`src/rtl/psp_pkg.sv`:
```
/*
 * Package for the parallel slave port: register offsets, field positions,
 * reset values, state encoding and the packed carriers of the block.
 * Assumes a single 100 MHz clock domain and a plain strobed register port.
 */
package psp_pkg;

    localparam int unsigned ADDR_W = 4;
    localparam int unsigned DATA_W = 8;

    // Register offsets on the local register port.
    localparam logic [3:0] OFS_CONTROL = 4'h0;
    localparam logic [3:0] OFS_PORT_D_PINS = 4'h1;
    localparam logic [3:0] OFS_PORT_D_LATCH = 4'h2;
    localparam logic [3:0] OFS_PORT_D_DIR = 4'h3;
    localparam logic [3:0] OFS_PORT_E_PINS = 4'h4;
    localparam logic [3:0] OFS_PORT_E_LATCH = 4'h5;
    localparam logic [3:0] OFS_PORT_E_DIR = 4'h6;
    localparam logic [3:0] OFS_IRQ_STATUS = 4'h7;
    localparam logic [3:0] OFS_IRQ_MASK = 4'h8;

    // Control register fields.
    localparam int unsigned BIT_INPUT_FULL = 7;
    localparam int unsigned BIT_OUTPUT_FULL = 6;
    localparam int unsigned BIT_INPUT_OVERFLOW = 5;
    localparam int unsigned BIT_MODE = 4;

    // Port E strobe pin positions.
    localparam int unsigned PIN_RD = 0;
    localparam int unsigned PIN_WR = 1;
    localparam int unsigned PIN_CS = 2;

    // Interrupt status bits.
    localparam int unsigned IRQ_W = 3;
    localparam int unsigned IRQ_SLAVE_PORT = 0;
    localparam int unsigned IRQ_WRITE_DONE = 1;
    localparam int unsigned IRQ_READ_DONE = 2;

    localparam logic [7:0] RST_BYTE = 8'h00;
    localparam logic [7:0] RST_DIR = 8'hFF;
    localparam logic [2:0] STROBE_IDLE = 3'h7;
    localparam logic [2:0] STROBE_DIR_MASK = 3'h7;

    typedef enum logic [2:0] {
        PSP_IDLE = 3'b001,
        PSP_WRITE = 3'b010,
        PSP_READ = 3'b100
    } psp_state_t;

    typedef struct packed {
        logic cs_n;
        logic wr_n;
        logic rd_n;
    } psp_strobe_t;

    typedef struct packed {
        logic [3:0] addr;
        logic [7:0] wdata;
        logic wr;
        logic rd;
    } psp_req_t;

    typedef struct packed {
        psp_strobe_t sync1;
        psp_strobe_t sync2;
        psp_state_t state;
        logic mode;
        logic input_full_flag;
        logic output_full_flag;
        logic input_overflow_flag;
        logic slave_irq;
        logic [7:0] latch_d;
        logic [7:0] dir_d;
        logic [7:0] latch_e;
        logic [7:0] dir_e;
        logic [2:0] irq_stat;
        logic [2:0] irq_mask;
        logic [7:0] rdata;
    } psp_state_s_t;

endpackage

```
`src/rtl/psp_top.sv`:
```
/*
 * Parallel slave port on port D with its strobes on port E, plus the
 * general purpose I/O function of both ports and a small interrupt unit.
 * Assumes the external strobes are asynchronous, the register master keeps
 * one-cycle strobes, and single-chip mode is signalled on a level input.
 */
// Summary of operation
// - Mode bit set turns eight port D pins into a parallel data port.
// - External party reads and writes the port D latch asynchronously.
// - Mode bit assigns E0 to read, E1 to write, E2 to chip select.
// - Port E direction bits 2 to 0 must be inputs for strobes to work.
// - Write runs while select and write strobe are low, ends on either high.
// - End of write sets the slave port interrupt and input full flags.
// - Port D latch is one byte: writes store it, reads present it.
// - Read starts on select and read strobe low; latch is driven out.
// - CPU write during a read drives out at once, output full stays clear.
// - Read end releases port D pins and sets the interrupt flag.
// - Software waits for interrupt flag then polls input and output full.
// - Input full reads one while an external word waits for the CPU.
// - Output full reads one until the external party reads the word.
// - Write while input full sets overflow; only software clears it.
// - Mode bit one is slave port, zero is I/O; low four bits read zero.
// - Slave port works only in single-chip mode, not external bus mode.
module psp_top #(
    parameter int unsigned WIDTH = 8
) (
    // Clock and reset
    input wire logic clk_i,
    input wire logic nrst_i,
    // Register port
    input wire logic [3:0] reg_addr_i,
    input wire logic [7:0] reg_wdata_i,
    input wire logic reg_wr_i,
    input wire logic reg_rd_i,
    output logic [7:0] reg_rdata_o,
    // Operating mode
    input wire logic single_chip_mode_i,
    // Port D pins
    input wire logic [7:0] port_d_pins_i,
    output logic [7:0] port_d_pins_o,
    output logic [7:0] port_d_pins_oe_o,
    // Port E pins
    input wire logic [7:0] port_e_pins_i,
    output logic [7:0] port_e_pins_o,
    output logic [7:0] port_e_pins_oe_o,
    // Interrupt
    output logic slave_port_irq_flag_o,
    output logic irq_o
);

    initial
    begin
        if (WIDTH != psp_pkg::DATA_W)
        begin
            $error("psp_top serves an 8-bit data port only.");
        end
    end

    psp_pkg::psp_state_s_t s_q;
    psp_pkg::psp_state_s_t s_d;
    psp_pkg::psp_req_t req;
    psp_pkg::psp_strobe_t pins;
    logic active;
    logic strobes_in;
    logic sel_wr;
    logic sel_rd;
    logic cpu_wr_d;
    logic cpu_rd_d;
    logic [7:0] rd_mux;

    assign req = '{addr: reg_addr_i, wdata: reg_wdata_i,
                   wr: reg_wr_i, rd: reg_rd_i};
    assign pins = '{cs_n: port_e_pins_i[psp_pkg::PIN_CS],
                    wr_n: port_e_pins_i[psp_pkg::PIN_WR],
                    rd_n: port_e_pins_i[psp_pkg::PIN_RD]};

    // Strobes only count when they really are inputs.
    assign strobes_in = &(s_q.dir_e[2:0] & psp_pkg::STROBE_DIR_MASK);
    assign active = s_q.mode && single_chip_mode_i && strobes_in;
    assign sel_wr = !s_q.sync2.cs_n && !s_q.sync2.wr_n;
    assign sel_rd = !s_q.sync2.cs_n && !s_q.sync2.rd_n;
    assign cpu_wr_d = req.wr && (req.addr == psp_pkg::OFS_PORT_D_PINS ||
                                 req.addr == psp_pkg::OFS_PORT_D_LATCH);
    assign cpu_rd_d = req.rd && req.addr == psp_pkg::OFS_PORT_D_PINS;

    always_comb
    begin
        rd_mux = psp_pkg::RST_BYTE;
        case (req.addr)
            psp_pkg::OFS_CONTROL:
            begin
                rd_mux[psp_pkg::BIT_INPUT_FULL] = s_q.input_full_flag;
                rd_mux[psp_pkg::BIT_OUTPUT_FULL] = s_q.output_full_flag;
                rd_mux[psp_pkg::BIT_INPUT_OVERFLOW] = s_q.input_overflow_flag;
                rd_mux[psp_pkg::BIT_MODE] = s_q.mode;
            end
            // In slave mode the CPU reads the byte written from outside.
            psp_pkg::OFS_PORT_D_PINS:
                rd_mux = s_q.mode ? s_q.latch_d : port_d_pins_i;
            psp_pkg::OFS_PORT_D_LATCH: rd_mux = s_q.latch_d;
            psp_pkg::OFS_PORT_D_DIR: rd_mux = s_q.dir_d;
            psp_pkg::OFS_PORT_E_PINS: rd_mux = port_e_pins_i;
            psp_pkg::OFS_PORT_E_LATCH: rd_mux = s_q.latch_e;
            psp_pkg::OFS_PORT_E_DIR: rd_mux = s_q.dir_e;
            psp_pkg::OFS_IRQ_STATUS:
                rd_mux[psp_pkg::IRQ_W-1:0] = s_q.irq_stat;
            psp_pkg::OFS_IRQ_MASK:
                rd_mux[psp_pkg::IRQ_W-1:0] = s_q.irq_mask;
            default: rd_mux = psp_pkg::RST_BYTE;
        endcase
    end

    always_comb
    begin
        logic wr_end;
        logic rd_end;
        logic [2:0] ev;
        wr_end = 1'b0;
        rd_end = 1'b0;
        ev = 3'h0;
        s_d = s_q;
        s_d.sync1 = pins;
        s_d.sync2 = s_q.sync1;
        s_d.rdata = req.rd ? rd_mux : psp_pkg::RST_BYTE;

        // CPU register writes.
        if (req.wr)
        begin
            case (req.addr)
                psp_pkg::OFS_CONTROL:
                begin
                    s_d.mode = req.wdata[psp_pkg::BIT_MODE];
                    // Software may only clear the overflow flag.
                    if (!req.wdata[psp_pkg::BIT_INPUT_OVERFLOW])
                    begin
                        s_d.input_overflow_flag = 1'b0;
                    end
                end
                psp_pkg::OFS_PORT_D_PINS,
                psp_pkg::OFS_PORT_D_LATCH: s_d.latch_d = req.wdata;
                psp_pkg::OFS_PORT_D_DIR: s_d.dir_d = req.wdata;
                psp_pkg::OFS_PORT_E_PINS,
                psp_pkg::OFS_PORT_E_LATCH: s_d.latch_e = req.wdata;
                psp_pkg::OFS_PORT_E_DIR: s_d.dir_e = req.wdata;
                psp_pkg::OFS_IRQ_MASK:
                    s_d.irq_mask = req.wdata[psp_pkg::IRQ_W-1:0];
                default: s_d.irq_mask = s_q.irq_mask;
            endcase
        end

        if (s_q.mode)
        begin
            if (cpu_rd_d)
            begin
                s_d.input_full_flag = 1'b0;
            end
            // During a read the new byte goes straight out, so it is
            // already consumed and the output full flag stays clear.
            if (cpu_wr_d && s_q.state != psp_pkg::PSP_READ)
            begin
                s_d.output_full_flag = 1'b1;
            end
        end

        case (s_q.state)
            psp_pkg::PSP_IDLE:
            begin
                if (active && sel_wr)
                begin
                    s_d.state = psp_pkg::PSP_WRITE;
                end
                else if (active && sel_rd)
                begin
                    s_d.state = psp_pkg::PSP_READ;
                    s_d.output_full_flag = 1'b0;
                end
            end
            psp_pkg::PSP_WRITE:
            begin
                // The bus byte is tracked until the strobe rises.
                s_d.latch_d = port_d_pins_i;
                if (!sel_wr || !active)
                begin
                    s_d.state = psp_pkg::PSP_IDLE;
                    wr_end = 1'b1;
                end
            end
            psp_pkg::PSP_READ:
            begin
                if (!sel_rd || !active)
                begin
                    s_d.state = psp_pkg::PSP_IDLE;
                    rd_end = 1'b1;
                end
            end
            default: s_d.state = psp_pkg::PSP_IDLE;
        endcase

        // Hardware sets win over the software clear in the same cycle.
        if (wr_end)
        begin
            if (s_q.input_full_flag && !(cpu_rd_d && s_q.mode))
            begin
                s_d.input_overflow_flag = 1'b1;
            end
            s_d.input_full_flag = 1'b1;
        end
        if (wr_end || rd_end)
        begin
            s_d.slave_irq = 1'b1;
        end

        ev[psp_pkg::IRQ_SLAVE_PORT] = wr_end || rd_end;
        ev[psp_pkg::IRQ_WRITE_DONE] = wr_end;
        ev[psp_pkg::IRQ_READ_DONE] = rd_end;
        if (req.rd && req.addr == psp_pkg::OFS_IRQ_STATUS)
        begin
            s_d.irq_stat = ev;
            s_d.slave_irq = wr_end || rd_end;
        end
        else
        begin
            s_d.irq_stat = s_q.irq_stat | ev;
        end

        if (!s_q.mode)
        begin
            s_d.state = psp_pkg::PSP_IDLE;
        end
    end

    always_ff @(posedge clk_i)
    begin
        if (!nrst_i)
        begin
            s_q <= '{sync1: psp_pkg::STROBE_IDLE,
                     sync2: psp_pkg::STROBE_IDLE,
                     state: psp_pkg::PSP_IDLE,
                     mode: 1'b0, input_full_flag: 1'b0, output_full_flag: 1'b0, input_overflow_flag: 1'b0,
                     slave_irq: 1'b0,
                     latch_d: psp_pkg::RST_BYTE,
                     dir_d: psp_pkg::RST_DIR,
                     latch_e: psp_pkg::RST_BYTE,
                     dir_e: psp_pkg::RST_DIR,
                     irq_stat: 3'h0, irq_mask: 3'h0,
                     rdata: psp_pkg::RST_BYTE};
        end
        else
        begin
            s_q <= s_d;
        end
    end

    always_comb
    begin
        port_d_pins_o = s_q.latch_d;
        port_d_pins_oe_o = ~s_q.dir_d;
        port_e_pins_o = s_q.latch_e;
        port_e_pins_oe_o = ~s_q.dir_e;
        if (s_q.mode)
        begin
            // Port D is only driven during a read cycle.
            port_d_pins_oe_o = (s_q.state == psp_pkg::PSP_READ) ?
                               8'hFF : 8'h00;
            port_e_pins_oe_o[2:0] = 3'h0;
        end
    end

    assign reg_rdata_o = s_q.rdata;
    assign slave_port_irq_flag_o = s_q.slave_irq;
    assign irq_o = |(s_q.irq_stat & s_q.irq_mask);

endmodule

```
`config.mk`:
```
export PLATFORM = sky130hd
export DESIGN_NAME = psp_top
export DESIGN_NICKNAME = d
export VERILOG_FILES = /design/src/rtl/psp_pkg.sv /design/src/rtl/psp_top.sv
export SDC_FILE = /design/constraint.sdc
export NUM_CORES = 1
export LEC_CHECK = 0
export ABC_CLOCK_PERIOD_IN_PS = 1600
export BUFFER_PORTS_ARGS = -buffer_cell sky130_fd_sc_hd__buf_2
export CAP_MARGIN = 20
export CORE_MARGIN = 4
export CORE_UTILIZATION = 30
export CTS_BUF_LIST = sky130_fd_sc_hd__clkbuf_4
export DETAILED_ROUTE_END_ITERATION = 10
export PLACE_DENSITY = 0.53
export RECOVER_POWER = 25
export SLEW_MARGIN = 0
export SYNTH_ARGS = -nofsm -noshare
export SYNTH_HDL_FRONTEND = slang
export SYNTH_SLANG_ARGS = --single-unit
```
`constraint.sdc`:
```
create_clock -name clk_i -period 1.6 [get_ports clk_i]
set_clock_uncertainty 0.1 [all_clocks]
set_input_delay 0.16 -clock clk_i [delete_from_list [all_inputs] [get_ports clk_i]]
set_output_delay 0.16 -clock clk_i [all_outputs]
set_load 0.005 [all_outputs]
```
=== After elaboration in Yosys (flattened, before gate mapping) ===
Index checks and enable logic that the tools add are counted.

* Register bits after elaboration: 60
* Output and inout bits: 42
* Logic and storage cells: 118

* Equality and inequality tests: 15
* Muxes and demuxes: 37
* Bitwise gates (word level): 4
* Reduce and logical (&&, ||, !) cells: 43

{| class="wikitable"
|+ Operators by type and width
! kind !! count
|-
| 8-bit 2-to-1 mux || 8
|-
| 32-bit 2-to-1 mux || 1
|-
| 4-bit one-hot mux with 7 select lines || 1
|-
| 3-bit one-hot mux with 8 select lines || 1
|-
| 3-bit 2-to-1 mux || 6
|-
| 2-bit AND reduction || 9
|-
| 1-bit 2-to-1 mux || 17
|-
| 4-bit by 3-bit == test with 1-bit output, second input constant || 4
|-
| 8-bit inverter || 2
|-
| 1-bit logical AND || 12
|-
| 2-bit nonzero test || 5
|-
| 3-bit one-hot mux with 3 select lines || 1
|-
| 4-bit by 2-bit == test with 1-bit output, second input constant || 2
|-
| 1-bit zero test || 7
|-
| 3-bit != test, second input constant || 2
|-
| 1-bit one-hot mux with 6 select lines || 1
|-
| 3-bit AND reduction || 2
|-
| 4-bit by 1-bit == test with 1-bit output, second input constant || 1
|-
| 4-bit == test, second input constant || 1
|-
| 4-bit zero test || 1
|-
| 1-bit logical OR || 4
|-
| 2-bit != test, second input constant || 2
|-
| 2-bit OR reduction || 2
|-
| 3-bit AND || 1
|-
| 6 further kinds || 6
|}

=== Depth between registers and ports, before layout ===
Gate-level depths: netlist (run 1).

* Depth after elaboration: 9
* Mapped depth: 6
* Mapped depth without buffers: 4

=== Worst setup path before layout (run 1) ===
No wires, ideal clock.

* Path type: register -> register
* Start point: register s_q[52] (netlist name)
* End point: register s_q (netlist bit port_d_pins_o[5])
* Library setup time: 0.137 ns
* Arrival: 1.276 ns
* Slack: 0.088 ns
* Stages on the path, launching flop included: 7
* Buffers on the path: 3
* Path through: dfxtp_1 > buf_2 > or3b_1 > clkbuf_1 > clkbuf_1 > o21ai_1 > a31oi_1

* Longest elaborated chain between the ends: 3
* Elaborated cells between the ends (all ways): 5
* Those cells by class: eq/ne (1); mux (1); reduce/logical (3)

{| class="wikitable"
|+ RTL lines
! what !! line !! text
|-
| start, declared || psp_top.sv:59 || <nowiki>psp_pkg::psp_state_s_t s_q;</nowiki>
|-
| start signal, assigned || psp_top.sv:236 || <nowiki>s_q <= '{sync1: psp_pkg::STROBE_IDLE,</nowiki>
|-
| 3-bit by 2-bit == test with 1-bit output * || psp_top.sv:165 || <nowiki>case (s_q.state)</nowiki>
|-
| 2-bit nonzero test (no source line) || -- ||
|-
| 2-bit AND reduction (no source line) || -- ||
|}

Every way passes the cells marked *; elsewhere a longest branch is shown, timed or not.
A chain may end at the register's enable or synchronous reset.

=== Final worst setup path (run 1) ===
* Start point: register s_q[51] (netlist name)
* End point: output port_d_pins_oe_o[7]

* Longest elaborated chain between the ends: 3

{| class="wikitable"
|+ RTL lines
! what !! line !! text
|-
| 3-bit == test || psp_top.sv:263 || <nowiki>port_d_pins_oe_o = (s_q.state == psp_pkg::PSP_READ) ?</nowiki>
|-
| 8-bit 2-to-1 mux || psp_top.sv:263 ||
|-
| 8-bit 2-to-1 mux || psp_top.sv:260 || <nowiki>if (s_q.mode)</nowiki>
|-
| end, declared || psp_top.sv:41 || <nowiki>output logic [7:0] port_d_pins_oe_o,</nowiki>
|}

No other way between the ends.

==> key figures, run 1 <==
Layout
  – Multi-input gate area: 1670 um^2
  – Register area: 1210 um^2
  – Syn-to-layout area delta: 30.4%
  – Final Net Count: 517
  – Filler instances: 1082
  – # diodes: 0
  – Proportion of layout cells with a drive suffix above 1: 29.4%

Routing
  – Wire length per cell: 17.3 um
  – Vias per cell: 5.16
  – Drt total wl: 10.8 mm
  – Drt first pass iters: 5
  – DRC: 0
  – DRT iter0 DRCs: 249
  – ANT nets after route: 0
  – Vias: 3222

Place
  – Final HPWL DP: 8.00 mm
  – Post-place setup slack: -0.00371 ns
  – RD Place Congestion: 0.890
  – # port buffers: 74

Timing
  – Highest clock rate: 561 MHz
  – Final setup viols: 9
  – Worst Tran Pin Value: 0.707 ns
  – Final Max Tran Viols: 0
  – Hold WS: 0.0911 ns
  – RSZ-0062 raised after global routing: yes
  – Period utilization: 111%
  – Final worst slack: -0.184 ns
  – Hold Vio Cnt, Final: 0
  – Final TNS setup: -1.40 ns
  – Max-Slew Margin vs Limit: 52.8%
  – Final Critical Period: 1.78 ns

Worst setup path
  – WP data arrival: 1.52 ns
  – R2R depth: 5
  – End point of the critical path: port_d_pins_oe_o[7]
  – CP startpoint kind: flip-flop
  – Critical Path Fanout Max: 8
  – Kind of critical path: reg -> out
  – Reg2reg start: s_q[53]$_SDFFE_PN0P_
  – CP endpoint kind: primary output
  – Worst R2R Setup Slack: 0.06 ns
  – Worst setup path start: s_q[51]$_SDFFE_PN1P_
  – Required time worst endpoint: 1.34 ns
  – R2R Path End: port_d_pins_o[7]$_SDFFE_PN0P_

Run status
  – Failing checks: negative setup slack
  – Outcome: finished with violations

Logic synthesis
  – Synth Instances: 391
  – EDFF count, synth: 0
  – Synth top area cells: dfxtp_1, nand2_1, buf_4
  – Yosys warns: 0
  – Synth Area per Inst: 8.06 um^2
  – #FFs+latches synth: 60
  – Synth top area share: 38.1%
  – Synth cell types: 51
  – FFs w/ async S/R, synth: 0%
  – Synth area leader: dfxtp_1
  – Most common flop cell mapped by yosys: dfxtp_1
  – Most common cell in the netlist: nand2_1
  – Sequential share of the synthesized area: 38.1%
  – Synthesized Nets: 424
  – Mapped Area: 3150 um^2
  – Top cells by count, synth: nand2_1, dfxtp_1, nand3_1

Floorplan
  – Die Y: 111 um
  – Row cnt: 37
  – Core area: 10300 um^2
  – Initial core utilization: 30.7%
  – Die X: 111 um
  – Num ports: 75
  – Die area: 12200 um^2

Global routing
  – Antenna violations before repair: 0
  – GRT Util Overall: 17.7%
  – Number of global-route vias before repair: 3112
  – Largest net degree at the start of global routing: 35
  – First-pass GRT wire length: 17.3 mm
  – Grt ovf: 0

Power
  – Clock power frac: 39.0%
  – Leakage: 1.76 nW
  – Overall power: 0.00322 W
  – Internal: 0.00237 W
  – Sequential Power Share: 48.0%
  – Switch Pwr: 0.000844 W
  – Sw frac: 26.2%
  – Combinational power share: 13.0%
  – Worst VDD drop: 0.000311 V
  – PD cells: 783 nW/um^2

CTS
  – Root buffer selected by CTS: clkbuf_4
  – Clk slew on worst S/H paths: 0.12 ns
  – CTS tree: done
  – CTS Buf Count: 9
  – Max Buffers Root-to-Sink: 2
  – Num Clock Sinks: 60
  – H-tree depth: 3
  – Worst-Skew Late Latency: 0.43 ns

Hold path
  – HP Class: in -> reg
  – Hold-critical path depth: 5

Flow run
  – Max cap viols: 0
[metrics by stage]
stage	instance area, um^2	instances	util [%]
2_1_floorplan	3150	391	-
3_3_place_gp	3650	584	35.5
3_5_place_dp	3650	584	35.5
4_1_cts	4100	625	39.9
5_1_grt	4110	625	40.0
6_report	4110	625	40.0
[worst max-delay path: stages (launching register included)]
cell     delay [ns]
dfxtp_4        0.37
nor3b_2        0.16
buf_4          0.17
nand2_4        0.06
buf_8          0.15
o21ai_2        0.06
buf_2          0.13
[power by group through the flow]
stage                     Combinational, W  Clock, W  Sequential [W]
after global placement            0.000366         0         0.00158
final                             0.000417   0.00126         0.00155
after detailed placement          0.000371         0         0.00158
after CTS                         0.000415   0.00128         0.00154
after floorplan                   0.000214         0         0.00157
after global routing              0.000453   0.00135         0.00155
[flip-flops by register name, indices dropped and copies added (netlist names)]
name                   count
s_q                       32
port_d_pins_o              8
port_e_pins_o              8
reg_rdata_o                8
s_d                        3
slave_port_irq_flag_o      1
[kinds of logic (layout without fill, tap and decap cells)]
family	count (synthesis)	count (layout)	synth area share [%]
XOR/XNOR	2	2	0.794
buffers and inverters	60	158	10.6
flip-flops	60	60	38.1
AO/OA/AOI/OAI	97	97	21.3
AND/OR/NAND/NOR	165	165	26.9
multiplexers	7	7	2.26
[layout by cell type, fill, tap and decap left out, types with 12 or more instances in the layout]
cell type	instances
dlygate4sd3_1	21
nand2_1	69
nand2b_1	13
nand3_1	29
a21boi_1	15
clkbuf_4	12
nor2_1	13
buf_2	68
dfxtp_1	55
buf_4	35
a31oi_1	13
[cell type report]
cell class	count	area share [%]
well taps	136	4.14
multi-input cells	271	40.5
clock buffers	11	2.01
flip-flops and latches	60	29.5
clock inverters	5	1.86
repair buffers	134	21.2
inverters	8	0.730
[worst min path at each step]
stage                                 from                        end  slack (ns)
final                     port_e_pins_i[6]  reg_rdata_o[6]$_SDFF_PN0_        0.09
after detailed placement  port_e_pins_i[1]         s_d[55]$_SDFF_PN1_        0.28
after global routing      port_e_pins_i[3]  reg_rdata_o[3]$_SDFF_PN0_        0.11
after floorplan           port_e_pins_i[0]         s_d[54]$_SDFF_PN1_        0.16
after CTS                 port_e_pins_i[6]  reg_rdata_o[6]$_SDFF_PN0_        0.07
after global placement    port_e_pins_i[1]         s_d[55]$_SDFF_PN1_        0.28
[per-layer routing]
| metal | part of all wire, % | GRT usage [%] | vias to the layer above |
|---|---|---|---|
| met2 | 44 | 26.4 | 128 |
| met4 | 1.3 | 5.58 | 0 |
| met3 | 5.9 | 3.95 | 12 |
| met1 | 48 | 25.4 | 1524 |
| met5 | 0 | 0 | - |
| li1 | - | - | 1558 |
[timing repair]
item | in CTS | in global routing
pin swaps | 1 | 1
gates resized for setup | 19 | 8
hold buffers | 21 | 0
endpoints found under the setup margin | 9 | 19
setup buffers | 4 | 0
endpoints found under the hold margin | 46 | 0
Power figures use the tool's default switching activity.
==> inputs of run 2 (changes only) <==
Settings changed: PLACE_DENSITY 0.53 to default.
==> run 2 against run 1 <==
Net effect: sequential power hardly changed; final cell count is 0.48% lower; design area is 1.2% lower; routed wire length is 3.2% lower; the flow still finishes with violations (negative setup slack); register-to-register slack hardly changed; critical endpoint is now port_d_pins_oe_o[6]; maximum frequency is 3.3% higher; combinational power is 2% higher; total power is 11% lower; sequential share of layout area is 0.30 points higher.
==> key figures, run 2 (synthesis results as in run 1) <==
CTS
  – Clk slew on worst S/H paths: 0.10 ns (-0.02 ns)
  – Num Clock Sinks: 60 (unchanged)
  – Root buffer selected by CTS: clkbuf_4
  – Worst-Skew Late Latency: 0.41 ns (-0.02 ns)
  – CTS Buf Count: 9 (unchanged)
  – CTS tree: done
  – Max Buffers Root-to-Sink: 2 (unchanged)
  – H-tree depth: 3 (unchanged)

Place
  – Placed cell area: 3680 um^2 (+0.82%)
  – RD Place Congestion: 0.827 (-7.1%)
  – Final HPWL DP: 7.76 mm (-3.1%)
  – # port buffers: 74 (unchanged)

Routing
  – DRT iter0 DRCs: 252 (+1.2%)
  – Wire length per cell: 16.8 um (-2.7%)
  – DRC: 0 (unchanged)
  – Drt first pass iters: 7 (+2)
  – ANT nets after route: 0 (unchanged)
  – Drt total wl: 10.4 mm (-3.2%)
  – Vias per cell: 5.10 (-0.98%)
  – Vias: 3175 (-1.5%)

Timing
  – Final TNS setup: -1.11 ns (+0.286 ns)
  – Final setup viols: 12 (+3)
  – Hold Vio Cnt, Final: 0 (unchanged)
  – Max-Slew Margin vs Limit: 66.7% (+14 points)
  – RSZ-0062 raised after global routing: yes
  – Highest clock rate: 579 MHz (+3.3%)
  – Worst Tran Pin Value: 0.499 ns (-0.208 ns)
  – Final Max Tran Viols: 0 (unchanged)
  – Period utilization: 108% (-3.5 points)
  – Final Critical Period: 1.73 ns (-0.0565 ns)
  – Final worst slack: -0.127 ns (+0.0565 ns)

Global routing
  – Grt ovf: 0 (unchanged)
  – GR met3 Demand/Resource: 4.38% (+0.44 points)
  – Antenna violations before repair: 0 (unchanged)
  – Number of global-route vias before repair: 3181 (+2.2%)
  – Busiest grt layer: met2
  – Met2 Track Usage GR: 28.1% (+1.7 points)
  – GRT Util Overall: 17.2% (-0.51 points)
  – First-pass GRT wire length: 17.0 mm (-2.1%)
  – Met1 Use GR: 22.4% (-3.1 points)
  – Largest net degree at the start of global routing: 47 (+34%)

Floorplan
  – Core area: 10300 um^2 (unchanged)
  – Initial core utilization: 30.7% (unchanged)
  – Die Y: 111 um (unchanged)
  – Num ports: 75 (unchanged)
  – Die X: 111 um (unchanged)
  – Row cnt: 37 (unchanged)
  – Die area: 12200 um^2 (unchanged)

Worst setup path
  – WP data arrival: 1.47 ns (-0.05 ns)
  – Kind of critical path: reg -> out
  – Critical Path Fanout Max: 8 (unchanged)
  – Required time worst endpoint: 1.34 ns (about the same)
  – CP startpoint kind: flip-flop
  – CP endpoint kind: primary output

Run status
  – Failing checks: negative setup slack
  – Outcome: finished with violations

Power
  – PD cells: 703 nW/um^2 (-10%)
  – Overall power: 0.00285 W (-11%)
  – Worst VDD drop: 0.000254 V (-18%)
  – Leakage: 1.71 nW (-2.6%)

Layout
  – Final Net Count: 514 (-0.58%)
  – Final non-filler cell area: 4060 um^2 (-1.2%)
  – Top reg by flops: s_q
  – Leading cell types in the layout, fill and taps excluded: nand2_1, buf_2, dfxtp_1
  – Proportion of layout cells with a drive suffix above 1: 28.6% (-0.85 points)
  – # diodes: 0 (unchanged)
  – Max reg flops: 32 (unchanged)
  – Syn-to-layout area delta: 28.8%

Flow run
  – Max cap viols: 0 (unchanged)

Hold path
  – HP Class: in -> reg
run 2: cell types whose count changed in the layout (fill, tap and decap cells not counted), moves of 2 or more:
cell       before  now
a21boi_0        2   10
a21boi_1       15    6
buf_12          0    3
buf_4          35   32
bufinv_16       2    0
clkbuf_1        7    5
clkbuf_4       12   10
clkinv_2        1    4
o21ai_0         7    9
o21ai_1         6   12
o21ai_2         8    0
run 2: worst paths after layout:
kind / cells past startpoint / start / slack, ns / endpoint
worst max-delay path: 4 / s_q[52]$_SDFFE_PN0P_ / -0.13 / port_d_pins_oe_o[6]
worst max register to register: 7 / s_q[52]$_SDFFE_PN0P_ / 0.05 / slave_port_irq_flag_o$_SDFFE_PN0P_
worst min-delay path: 3 / port_d_pins_i[0] / 0.01 / port_d_pins_o[0]$_SDFFE_PN0P_
worst min register to register: 1 / s_d[54]$_SDFF_PN1_ / 0.32 / s_q[54]$_SDFF_PN1_
run 2: critical path: stages (launching register included):
cell and delay [ns]:
dfxtp_4 0.36, nor3b_4 0.30, nand2_2 0.16, o21ai_1 0.11, buf_2 0.13
run 2: final cells by class:
type	instances	area (um^2)
Multi-Input combinational cell	271	1660
Sequential cell	60	1210
Timing Repair Buffer	131	887
Clock buffer	10	75.1
Fill cell	1101	6220
Clock inverter	6	31.3
Tap cell	136	170
Inverter	8	30.0
run 2: per-stage QoR:
| step | util [%] | setup WS (ns) | hold slack, ns | std cells |
|---|---|---|---|---|
| global placement | 35.8 | -0.0131 | 0.282 | 583 |
| global route | 39.5 | -0.206 | 0.0190 | 622 |
| finish | 39.5 | -0.127 | 0.0149 | 622 |
| detailed placement | 35.8 | -0.0232 | 0.284 | 583 |
| floorplan | - | 0.0876 | 0.161 | 391 |
| CTS | 39.3 | -0.106 | 0.00365 | 621 |
run 2: layer usage:
| metal | vias to the layer above | wire length (um) |
|---|---|---|
| li1 | 1550 | - |
| met4 | 0 | 126 |
| met3 | 13 | 555 |
| met5 | - | 0 |
| met1 | 1499 | 4810 |
| met2 | 113 | 4950 |
run 2: what timing repair did:
action,4_1_cts,5_1_grt
resized for setup,10,9
setup buffers,2,1
endpoints found under the setup margin,12,15
gates cloned,0,0
hold buffers,20,0
hold endpoints to repair,41,0
pin swaps,3,2
run 2: power by group:
group / switching [W] / leakage [nW] / internal [W] / total (W)
combinational: 0.000229 / 1.16 / 0.000196 / 0.000425
clock: 0.000564 / 0.0634 / 0.000320 / 0.000884
sequential: 0.0000239 / 0.489 / 0.00152 / 0.00154
==> inputs of run 3 (changes only) <==
Settings changed: TNS_END_PERCENT from default to 10.
==> run 3 against run 2 <==
Net effect: the flow still finishes with violations (negative setup slack); maximum frequency about the same; worst hold slack worse by 0.0019 ns; setup slack about the same; first-iteration DRC count down 2.8%; global-route usage unchanged; design area about the same.
==> key figures, run 3 (synthesis results as in run 1) <==
Worst setup path
  – Kind of critical path: reg -> out
  – Critical Path Fanout Max: 8 (unchanged)
  – WP data arrival: 1.47 ns (about the same)
  – CP startpoint kind: flip-flop
  – CP endpoint kind: primary output
  – Required time worst endpoint: 1.34 ns (about the same)

Floorplan
  – Row cnt: 37 (unchanged)
  – Die Y: 111 um (unchanged)
  – Num ports: 75 (unchanged)
  – Core area: 10300 um^2 (unchanged)
  – Initial core utilization: 30.7% (unchanged)
  – Die area: 12200 um^2 (unchanged)
  – Die X: 111 um (unchanged)

Run status
  – Failing checks: negative setup slack
  – Outcome: finished with violations

Global routing
  – Largest net degree at the start of global routing: 47 (unchanged)
  – GRT Util Overall: 17.2% (unchanged)
  – Grt ovf: 0 (unchanged)
  – Antenna violations before repair: 0 (unchanged)
  – Number of global-route vias before repair: 3181 (unchanged)
  – First-pass GRT wire length: 17.0 mm (unchanged)

Timing
  – Hold Vio Cnt, Final: 0 (unchanged)
  – Worst Tran Pin Value: 0.500 ns (+0.000755 ns)
  – RSZ-0062 raised after global routing: yes
  – Final Max Tran Viols: 0 (unchanged)
  – Hold WS: 0.0130 ns (-0.00190 ns)
  – Highest clock rate: 579 MHz (about the same)
  – Final setup viols: 12 (unchanged)
  – Final TNS setup: -1.12 ns (-0.000870 ns)
  – Final Critical Period: 1.73 ns (-0.000156 ns)
  – Max-Slew Margin vs Limit: 66.7% (about the same)
  – Final worst slack: -0.127 ns (+0.000156 ns)
  – Period utilization: 108% (about the same)

Layout
  – Leading cell types in the layout, fill and taps excluded: nand2_1, buf_2, dfxtp_1
  – Max reg flops: 32 (unchanged)
  – Proportion of layout cells with a drive suffix above 1: 28.4% (-0.21 points)
  – Filler instances: 1099 (-0.18%)
  – Top reg by flops: s_q
  – Multi-input gate area: 1660 um^2 (unchanged)
  – Final Net Count: 514 (unchanged)
  – Syn-to-layout area delta: 28.8% (about the same)
  – Register area: 1210 um^2 (-0.10%)
  – # diodes: 0 (unchanged)

CTS
  – CTS Buf Count: 9 (unchanged)
  – Max Buffers Root-to-Sink: 2 (unchanged)
  – H-tree depth: 3 (unchanged)
  – Num Clock Sinks: 60 (unchanged)
  – Worst-Skew Late Latency: 0.41 ns (about the same)
  – Clk slew on worst S/H paths: 0.10 ns (about the same)
  – Root buffer selected by CTS: clkbuf_4
  – CTS tree: done

Hold path
  – HP Class: in -> reg

Flow run
  – Max cap viols: 0 (unchanged)

Place
  – # port buffers: 74 (unchanged)
  – RD Place Congestion: 0.827 (unchanged)
  – Final HPWL DP: 7.76 mm (unchanged)

Routing
  – Drt first pass iters: 7 (unchanged)
  – Vias per cell: 5.12 (+0.25%)
  – DRC: 0 (unchanged)
  – Drt total wl: 10.5 mm (+0.48%)
  – Wire length per cell: 16.9 um (+0.48%)
  – Vias: 3183 (+0.25%)
  – DRT iter0 DRCs: 245 (-2.8%)
  – ANT nets after route: 0 (unchanged)

Power
  – Worst VDD drop: 0.000255 V (+0.18%)
  – PD cells: 703 nW/um^2 (+0.10%)
  – Leakage: 1.71 nW (about the same)
run 3: cell counts in the layout (fill, tap and decap cells not counted):
No cell type changed its count.
run 3: layer usage:
| metal | up-vias | track usage, % | wire length, um |
|---|---|---|---|
| met2 | 119 | 28.1 | 4980 |
| met1 | 1496 | 22.4 | 4790 |
| met3 | 16 | 4.38 | 586 |
| met4 | 0 | 5.25 | 139 |
| li1 | 1552 | - | - |
| met5 | - | 0 | 0 |
run 3: final cells by class:
| cell class | instances | area share (%) |
|---|---|---|
| clock buffers | 10 | 1.85 |
| clock inverters | 6 | 0.770 |
| inverters | 8 | 0.740 |
| multi-input cells | 271 | 40.8 |
| flip-flops and latches | 60 | 29.8 |
| well taps | 136 | 4.19 |
| repair buffers | 131 | 21.8 |
run 3: report_power, final:
part           internal [W]  total (W)  switching (W)
sequential          0.00152    0.00154      0.0000238
combinational      0.000196   0.000426       0.000229
clock              0.000320   0.000886       0.000565
run 3: final timing paths:
path	start	end	slack, ns	cells past startpoint
worst max-delay path	s_q[52]$_SDFFE_PN0P_	port_d_pins_oe_o[6]	-0.13	4
worst min-delay path	port_d_pins_i[0]	port_d_pins_o[0]$_SDFFE_PN0P_	0.01	3
worst min register to register	s_d[54]$_SDFF_PN1_	s_q[54]$_SDFF_PN1_	0.32	1
worst max register to register	s_q[52]$_SDFFE_PN0P_	slave_port_irq_flag_o$_SDFFE_PN0P_	0.04	7
run 3: repair_timing:
action	4_1_cts	5_1_grt
gates resized for setup	10	8
setup endpoints to repair	12	15
cloned	0	0
pin swaps	3	2
hold buffers	20	0
endpoints found under the hold margin	41	0
setup buffers	2	1
run 3: worst max-delay path, stage by stage, from the launching register on:
cell     delay [ns]
dfxtp_4        0.36
nor3b_4        0.30
nand2_2        0.16
o21ai_1        0.11
buf_2          0.13
run 3: stage by stage:
stage,power (W),utilization (%),std cells,cell area (um^2),setup WS (ns)
4_1_cts,0.00287,39.3,621,4040,-0.106
6_report,0.00286,39.5,622,4060,-0.127
2_1_floorplan,0.00179,-,391,3150,0.0876
3_5_place_dp,0.00196,35.8,583,3680,-0.0232
3_3_place_gp,0.00196,35.8,583,3680,-0.0131
5_1_grt,0.00300,39.5,622,4060,-0.206
